[src/inc/fmr_pkg.sv]
/*
  Constants for the float-mode and status register bank: offsets, field
  positions, reset values and encodings.
  Assumes a 16-bit register space with 8-bit addresses behind the serial port.
*/
package fmr_pkg;

  // ----------------------------------------------------------------------
  // register offsets
  // ----------------------------------------------------------------------
  localparam logic [7:0] OFS_STATUS = 8'h00;
  localparam logic [7:0] OFS_IRQ_MASK = 8'h01;
  localparam logic [7:0] OFS_FLOAT_B = 8'h59;
  localparam logic [7:0] OFS_FIRE_MASK = 8'h5A;
  localparam logic [7:0] OFS_FLOAT_A = 8'h5E;

  // ----------------------------------------------------------------------
  // reset values
  // ----------------------------------------------------------------------
  localparam logic [15:0] RST_IRQ_MASK = 16'h01FF;
  localparam logic [15:0] RST_FLOAT_B = 16'h0808;
  localparam logic [15:0] RST_FIRE_MASK = 16'h0010;
  localparam logic [15:0] RST_FLOAT_A = 16'h0808;

  // ----------------------------------------------------------------------
  // field positions
  // ----------------------------------------------------------------------
  localparam int FLT_EN_LSB = 13;
  localparam int FLT_EN_MSB = 14;
  localparam int PRECON_LSB = 8;
  localparam int PRECON_MSB = 12;
  localparam int FIRE_A_LSB = 8;
  localparam int FIRE_A_MSB = 11;
  localparam int FIRE_B_LSB = 12;
  localparam int FIRE_B_MSB = 15;
  localparam int CNT_LSB = 8;
  localparam int CNT_MSB = 15;
  localparam int FIFO_CLR_BIT = 15;
  localparam int RSVD_HI_BIT = 7;
  localparam int SLOT_B_BIT = 6;
  localparam int SLOT_A_BIT = 5;
  localparam int RSVD_LO_MSB = 4;
  localparam int FIFO_MASK_BIT = 8;
  localparam int SLOT_B_MASK_BIT = 6;
  localparam int SLOT_A_MASK_BIT = 5;

  // ----------------------------------------------------------------------
  // encodings and timing
  // ----------------------------------------------------------------------
  localparam logic [1:0] FLT_EN_OFF = 2'h0;
  localparam logic [1:0] FLT_EN_ON = 2'h3;
  localparam logic [4:0] RSVD_LO_CLR = 5'h1F;
  // typical preconditioning time reached by the reset code
  localparam int PRECON_TYPICAL_NS = 16000;

endpackage

[src/rtl/fmr_flag.sv]
/*
  One sticky status flag: set by a hardware event, cleared by software.
  Assumes set and clear are one-cycle strobes in the core clock domain.
*/
module fmr_flag
(
  // clock and reset
  input wire logic core_clk_in,
  input wire logic reset_n_in,
  // control
  input wire logic set_in,
  input wire logic clr_in,
  // state
  output logic flag_out
);

  // set wins over a clear in the same cycle so no event is lost
  always_ff @(posedge core_clk_in or negedge reset_n_in)
  begin
    if (!reset_n_in)
    begin
      flag_out <= 1'b0;
    end
    else if (set_in)
    begin
      flag_out <= 1'b1;
    end
    else if (clr_in)
    begin
      flag_out <= 1'b0;
    end
  end

endmodule

[src/rtl/fmr_regs.sv]
/*
  Float-mode configuration, LED pulse fire masks, FIFO status and the
  sample interrupt flags with their masks.
  Assumes the serial port front end delivers single-cycle register read
  and write strobes with an 8-bit address and 16-bit data, all synchronous
  to core_clk_in.
*/
//
// Overview of operation
// - slot A float only when enable is 3
// - slot B float enable uses same encoding
// - slot A preconditioning field, reset 0x08
// - slot B preconditioning field, reset 0x08
// - slot B fire mask bits 12-15
// - slot A fire mask bits 8-11
// - status upper byte shows FIFO byte count
// - write 1 to bit 15 clears FIFO
// - slot B flag set by event, W1C
// - slot A flag set by event, W1C
// - reserved bit 7 cleared by writing 1
// - reserved bits 4:0 cleared by 0x1F
// - FIFO mask resets 1, 0 enables interrupt
// - slot sample masks reset 1, suppress
module fmr_regs
#(
  parameter int THRESH_W = 6
)
(
  // clock and reset
  input wire logic core_clk_in,
  input wire logic reset_n_in,
  // register port
  input wire logic [7:0] reg_addr_in,
  input wire logic reg_wr_in,
  input wire logic [15:0] reg_wdata_in,
  input wire logic reg_rd_in,
  output logic [15:0] reg_rdata_out,
  // events and fifo state
  input wire logic slot_a_sample_evt_in,
  input wire logic slot_b_sample_evt_in,
  input wire logic [5:0] rsvd_status_evt_in,
  input wire logic [7:0] fifo_byte_count_in,
  input wire logic [THRESH_W-1:0] fifo_thresh_words_in,
  // controls to the sampling engine
  output logic float_active_a_out,
  output logic float_active_b_out,
  output logic [4:0] float_precondition_time_a_out,
  output logic [4:0] float_precondition_time_b_out,
  output logic [3:0] pulse_fire_mask_a_out,
  output logic [3:0] pulse_fire_mask_b_out,
  output logic fifo_clear_out,
  output logic irq_out
);

  // ----------------------------------------------------------------------
  // storage
  // ----------------------------------------------------------------------
  logic [15:0] float_config_slot_a_r;
  logic [15:0] float_config_slot_b_r;
  logic [15:0] led_pulse_fire_mask_r;
  logic [15:0] irq_mask_control_r;
  logic [7:0] flags;
  logic [7:0] flag_set;
  logic [7:0] flag_clr;
  logic wr_status;
  logic fifo_over;
  logic irq_nxt;
  logic [15:0] rdata_nxt;
  logic [THRESH_W:0] thresh_bytes;

  assign wr_status = reg_wr_in && (reg_addr_in == fmr_pkg::OFS_STATUS);

  // ----------------------------------------------------------------------
  // configuration registers
  // ----------------------------------------------------------------------
  // precondition fields reset to 0x08 with the rest
  always_ff @(posedge core_clk_in or negedge reset_n_in)
  begin
    if (!reset_n_in)
    begin
      float_config_slot_a_r <= fmr_pkg::RST_FLOAT_A;
      float_config_slot_b_r <= fmr_pkg::RST_FLOAT_B;
      led_pulse_fire_mask_r <= fmr_pkg::RST_FIRE_MASK;
      irq_mask_control_r <= fmr_pkg::RST_IRQ_MASK;
    end
    else if (reg_wr_in)
    begin
      if (reg_addr_in == fmr_pkg::OFS_FLOAT_A)
      begin
        float_config_slot_a_r <= reg_wdata_in;
      end
      else if (reg_addr_in == fmr_pkg::OFS_FLOAT_B)
      begin
        float_config_slot_b_r <= reg_wdata_in;
      end
      else if (reg_addr_in == fmr_pkg::OFS_FIRE_MASK)
      begin
        led_pulse_fire_mask_r <= reg_wdata_in;
      end
      else if (reg_addr_in == fmr_pkg::OFS_IRQ_MASK)
      begin
        irq_mask_control_r <= reg_wdata_in;
      end
    end
  end

  // ----------------------------------------------------------------------
  // controls to the sampling engine
  // ----------------------------------------------------------------------
  // reserved codes 1 and 2 leave float off
  assign float_active_a_out =
    float_config_slot_a_r[fmr_pkg::FLT_EN_MSB:fmr_pkg::FLT_EN_LSB] == fmr_pkg::FLT_EN_ON;
  assign float_active_b_out =
    float_config_slot_b_r[fmr_pkg::FLT_EN_MSB:fmr_pkg::FLT_EN_LSB] == fmr_pkg::FLT_EN_ON;
  assign float_precondition_time_a_out =
    float_config_slot_a_r[fmr_pkg::PRECON_MSB:fmr_pkg::PRECON_LSB];
  // slot B delay, independent of slot A
  assign float_precondition_time_b_out =
    float_config_slot_b_r[fmr_pkg::PRECON_MSB:fmr_pkg::PRECON_LSB];
  // bit 8 is first pulse, 1 suppresses
  assign pulse_fire_mask_a_out =
    led_pulse_fire_mask_r[fmr_pkg::FIRE_A_MSB:fmr_pkg::FIRE_A_LSB];
  // bit 12 is first pulse, 1 suppresses
  assign pulse_fire_mask_b_out =
    led_pulse_fire_mask_r[fmr_pkg::FIRE_B_MSB:fmr_pkg::FIRE_B_LSB];

  // one-cycle flush strobe; the count field itself is not stored
  always_ff @(posedge core_clk_in or negedge reset_n_in)
  begin
    if (!reset_n_in)
    begin
      fifo_clear_out <= 1'b0;
    end
    else
    begin
      fifo_clear_out <= wr_status && reg_wdata_in[fmr_pkg::FIFO_CLR_BIT];
    end
  end

  // ----------------------------------------------------------------------
  // sticky status flags
  // ----------------------------------------------------------------------
  always_comb
  begin
    flag_set = 8'h00;
    flag_set[fmr_pkg::RSVD_HI_BIT] = rsvd_status_evt_in[5];
    flag_set[fmr_pkg::SLOT_B_BIT] = slot_b_sample_evt_in;
    flag_set[fmr_pkg::SLOT_A_BIT] = slot_a_sample_evt_in;
    flag_set[fmr_pkg::RSVD_LO_MSB:0] = rsvd_status_evt_in[4:0];
    flag_clr = 8'h00;
    flag_clr[fmr_pkg::RSVD_HI_BIT] = wr_status && reg_wdata_in[fmr_pkg::RSVD_HI_BIT];
    flag_clr[fmr_pkg::SLOT_B_BIT] = wr_status && reg_wdata_in[fmr_pkg::SLOT_B_BIT];
    flag_clr[fmr_pkg::SLOT_A_BIT] = wr_status && reg_wdata_in[fmr_pkg::SLOT_A_BIT];
    // low reserved field clears only on 0x1F
    flag_clr[fmr_pkg::RSVD_LO_MSB:0] = {5{wr_status &&
      (reg_wdata_in[fmr_pkg::RSVD_LO_MSB:0] == fmr_pkg::RSVD_LO_CLR)}};
  end

  genvar gi;
  generate
    for (gi = 0; gi < 8; gi++)
    begin : g_flag
      fmr_flag u_flag
      (
        .core_clk_in(core_clk_in),
        .reset_n_in(reset_n_in),
        .set_in(flag_set[gi]),
        .clr_in(flag_clr[gi]),
        .flag_out(flags[gi])
      );
    end
  endgenerate

  // ----------------------------------------------------------------------
  // interrupt
  // ----------------------------------------------------------------------
  // threshold is in two-byte words, the count in bytes
  assign thresh_bytes = {fifo_thresh_words_in, 1'b0};
  // compared as int so neither side is cut whatever THRESH_W is
  assign fifo_over = int'(fifo_byte_count_in) > int'(thresh_bytes);

  always_comb
  begin
    irq_nxt = 1'b0;
    // fifo level interrupt when its mask is 0
    if (fifo_over && !irq_mask_control_r[fmr_pkg::FIFO_MASK_BIT])
    begin
      irq_nxt = 1'b1;
    end
    // slot masks at 1 suppress the flags
    if (flags[fmr_pkg::SLOT_A_BIT] && !irq_mask_control_r[fmr_pkg::SLOT_A_MASK_BIT])
    begin
      irq_nxt = 1'b1;
    end
    if (flags[fmr_pkg::SLOT_B_BIT] && !irq_mask_control_r[fmr_pkg::SLOT_B_MASK_BIT])
    begin
      irq_nxt = 1'b1;
    end
  end

  // registered level, drops once no unmasked cause remains
  always_ff @(posedge core_clk_in or negedge reset_n_in)
  begin
    if (!reset_n_in)
    begin
      irq_out <= 1'b0;
    end
    else
    begin
      irq_out <= irq_nxt;
    end
  end

  // ----------------------------------------------------------------------
  // read back
  // ----------------------------------------------------------------------
  always_comb
  begin
    rdata_nxt = 16'h0000;
    if (reg_addr_in == fmr_pkg::OFS_STATUS)
    begin
      // live FIFO byte count in the upper byte
      rdata_nxt = {fifo_byte_count_in, flags};
    end
    else if (reg_addr_in == fmr_pkg::OFS_IRQ_MASK)
    begin
      rdata_nxt = irq_mask_control_r;
    end
    else if (reg_addr_in == fmr_pkg::OFS_FLOAT_B)
    begin
      rdata_nxt = float_config_slot_b_r;
    end
    else if (reg_addr_in == fmr_pkg::OFS_FIRE_MASK)
    begin
      rdata_nxt = led_pulse_fire_mask_r;
    end
    else if (reg_addr_in == fmr_pkg::OFS_FLOAT_A)
    begin
      rdata_nxt = float_config_slot_a_r;
    end
  end

  // unmapped addresses read as zero; data holds until the next read
  always_ff @(posedge core_clk_in or negedge reset_n_in)
  begin
    if (!reset_n_in)
    begin
      reg_rdata_out <= 16'h0000;
    end
    else if (reg_rd_in)
    begin
      reg_rdata_out <= rdata_nxt;
    end
  end

endmodule

[config.mk]
export PLATFORM = sky130hd
export DESIGN_NAME = fmr_regs
export DESIGN_NICKNAME = d
export VERILOG_FILES = /design/src/inc/fmr_pkg.sv /design/src/rtl/fmr_flag.sv /design/src/rtl/fmr_regs.sv
export SDC_FILE = /design/constraint.sdc
export NUM_CORES = 1
export LEC_CHECK = 0
export ABC_AREA = 1
export ABC_CLOCK_PERIOD_IN_PS = 1100
export BUFFER_PORTS_ARGS = -buffer_cell sky130_fd_sc_hd__buf_2
export CORE_MARGIN = 1.5
export CORE_UTILIZATION = 35
export DETAILED_ROUTE_END_ITERATION = 8
export PLACE_DENSITY = 0.59
export REMOVE_ABC_BUFFERS = 1
export SYNTH_ARGS = -nofsm -noshare
export SYNTH_HDL_FRONTEND = slang
export SYNTH_SLANG_ARGS = --single-unit
[constraint.sdc]
create_clock -name core_clk_in -period 1.1 [get_ports core_clk_in]
set_clock_uncertainty 0.2 [all_clocks]
set_input_delay 0.22 -clock core_clk_in [delete_from_list [all_inputs] [get_ports core_clk_in]]
set_output_delay 0.22 -clock core_clk_in [all_outputs]
set_load 0.01 [all_outputs]
==> reports/metrics.yaml <==
status: "finished with violations"
violations: "negative setup slack"
hold_start: "reg_wdata_in[4]"
leakage_nw: 3.91
cp.arrival_ns: 1.04
clkPwrFrac_pct: 39.2
critPathCaptureType: "output port"
place_ws_ns: -0.508
power.share.combinational_pct: 16.4
p_int_mw: 6.04
avgSynthCellArea_um2: 7.94
place_area_um2: 5370
seq_area_frac_synth_pct: 50.2
synth.area.top_cells: "dfrtp_1, nand2_1, dfstp_2"
cts_max_level: 3
vias_per_cell: 5.13
clk_latency_ns: 0.34
required_ns: 0.68
final_layout_size_suffix_gt1_share_pct: 55.7
fin_crit_sh_pct: 133
rsz0062_at_grt: "true"
cpMaxStageDelayCell: "dfrtp_1"
clk_path_buf_depth: 2
ys_warn_count: 0
routedWlPerCell_um: 18.5
slowest_delay_ns: 0.43
wirelength_mm: 17.5
power_density_nw_per_um2: 1020
tns_ns: -25.51
synth-seq-cells: 90
grt_start_max_net_pins: 35
async_flop_share_pct: 100
numCtsBuffers: 9
sequentialPowerShare_pct: 44.4
die_area_um2: 13600
worst-path-stages: 2
design_area_um2: 7910
hold_path_end: "float_config_slot_a_r[4]"
drc: 0
ff2ff_path_depth: 7
grt.met2_usage_pct: 40.2
vias: 4840
worst_slew_pin_slew_ns: 0.393
synth_ff_type: "dfrtp_1"
maxCapViolCount: 0
rr_startpoint: "float_config_slot_a_r[13]"
dpl.cell_count: 832
crit_fanout: 2
vdd.ir_drop.worst_v: 0.000891
grt_pass1_wl_mm: 24.0
hold_viol: 0
start_util_pct: 35.9
fin_ws_ns: -0.360
timing.final.max_slew_violations: 0
netlist_instances: 570
path_common_cell: "buf_6"
fp.dieH_um: 117
place_congestion: 0.785
fillers: 1025
p_sw_share_pct: 25.3
grt_pass1_vias: 4664
synth_cell_types: 31
clock_sinks: 90
period_needed_ns: 1.46
r2r_slack_ns: -0.21
insertedDiodeCount: 0
reg2reg_to: "reg_rdata_out[13]"
cpLargestDelayFamily: "flip-flops"
synth_common_cells: "nand2_1, dfrtp_1, inv_1"
busiest_layer: "met2"
synth-edff-count: 0
fin_hold_ws_ns: 0.00417
row_count: 41
syn_to_final_growth_pct: 74.9
first_pass_iters: 4
hp-class: "in2reg"
dp_hpwl_mm: 8.18
max_freq_mhz: 685
whs_path_depth: 4
critPathLaunchType: "flip-flop"
grtUsageMet1_pct: 30.4
clk_pin_slew_ns: 0.06
port_buffers: 87
die_w_um: 117
setup_viol: 126
clock-root-buffer: "clkbuf_16"
slew_headroom_pct: 73.6
yosys.area.top_type_share_pct: 42.0
switching_power_mw: 2.05
syn_area_um2: 4520
yosysTopAreaCell: "dfrtp_1"
crit_chain: "buf_6, buf_6"
antenna_found_initial: 0
cp.buffers_inverters: 2
grt_overflow_total: 0
critPathKind: "reg2out"
fin_cells: 944
yosysMostFrequentCell: "nand2_1"
ant_nets: 0
cts_tree: "done"
globalRouteTotalUtil_pct: 24.0
drt-initial-drc-count: 366
core_um2: 12600
grt_util_met3_pct: 3.74
fin_nets: 823
io_pins: 88
## tightest hold or removal path: stages
cell     delay (ns)
buf_2          0.09
buf_4          0.10
nand2_2        0.03
o21ai_1        0.05
## sequential cells by signal, indices dropped and copies added, names as in the netlist
name / count
irq_out: 1
led_pulse_fire_mask_r: 16
fifo_clear_out: 1
irq_mask_control_r: 16
float_config_slot_b_r: 16
g_flag.u_flag.flag_out: 8
reg_rdata_out: 16
float_config_slot_a_r: 16
## metal layers
layer	share of wire (%)	wire length [um]	vias to the layer above
met5	0	0	-
met4	5.1	888	0
met3	7.5	1300	69
met2	49	8540	235
met1	39	6760	2361
li1	-	-	2175
## what timing repair did
action	CTS	global route
gates resized for setup	183	179
buffers inserted	42	30
pin swaps	40	62
hold buffers	24	0
gates cloned	11	6
hold endpoints to repair	128	0
endpoints found under the setup margin	128	128
## how the worst max path moves through the flow
| stage | start | to | slack, ns |
|---|---|---|---|
| 2_1_floorplan | reg_addr_in[7] | float_config_slot_a_r[10] | -0.95 |
| 3_3_place_gp | reg_addr_in[7] | g_flag[4].u_flag.flag_out | -0.46 |
| 3_5_place_dp | reg_addr_in[7] | g_flag[3].u_flag.flag_out | -0.51 |
| 4_1_cts | float_config_slot_b_r[11] | float_precondition_time_b_out[3] | -0.30 |
| 5_1_grt | float_config_slot_b_r[12] | float_precondition_time_b_out[4] | -0.36 |
| 6_report | float_config_slot_b_r[12] | float_precondition_time_b_out[4] | -0.36 |
## cells in the final DEF, fill, tap and decap left out, types with 3 or more instances in the layout
cell type | Yosys | routed
a21o_1 | 5 | 5
a21oi_1 | 5 | 3
buf_12 | 0 | 17
buf_16 | 0 | 4
buf_2 | 14 | 63
buf_4 | 22 | 51
buf_6 | 2 | 56
buf_8 | 0 | 6
clkbuf_1 | 2 | 3
clkbuf_16 | 0 | 14
dfrtp_1 | 76 | 76
dfstp_2 | 14 | 14
dlygate4sd3_1 | 0 | 24
ha_4 | 0 | 4
inv_1 | 72 | 55
inv_2 | 2 | 11
inv_4 | 0 | 7
nand2_1 | 167 | 98
nand2_2 | 6 | 39
nand2_4 | 0 | 33
nand2_8 | 0 | 3
nand3_1 | 52 | 31
nand3_2 | 0 | 18
nand3_4 | 0 | 3
nor2_1 | 41 | 20
nor2_2 | 1 | 13
nor2_4 | 2 | 11
nor3_4 | 1 | 3
o21ai_1 | 62 | 17
o21ai_2 | 0 | 48
o21bai_1 | 3 | 3
## cells by family after synthesis
group	count (synthesis)	share of synthesized area (%)
AOI/OAI and AO/OA	81	9.57
adders and majority gates	6	1.66
buffers and inverters	115	12.1
DFF	90	50.2
and+or+nand+nor	278	26.5
## power groups by stage
stage	registers, mW	logic, mW	clock network, mW
after floorplan	3.62	0.271	0
after global placement	3.61	0.721	0
after detailed placement	3.61	0.735	0
after CTS	3.56	1.11	3.17
after global routing	3.60	1.42	3.32
final	3.59	1.33	3.17
## per-stage QoR
step	power [mW]	util, %
final	8.08	62.7
after global placement	4.33	42.6
after floorplan	3.89	-
after global routing	8.34	62.7
after CTS	7.84	57.3
after detailed placement	4.34	42.6
## final cells by class
type	instances	area [um2]	share of cell area [%]
sequential	90	2270	28.7
clock inverter	2	37.5	0.474
inverter	75	307	3.87
timing repair buffer	226	2230	28.2
tap	172	215	2.72
clock buffer	14	264	3.34
multi-input combinational	365	2590	32.7
Note: power is estimated with default switching activity, not from simulation.
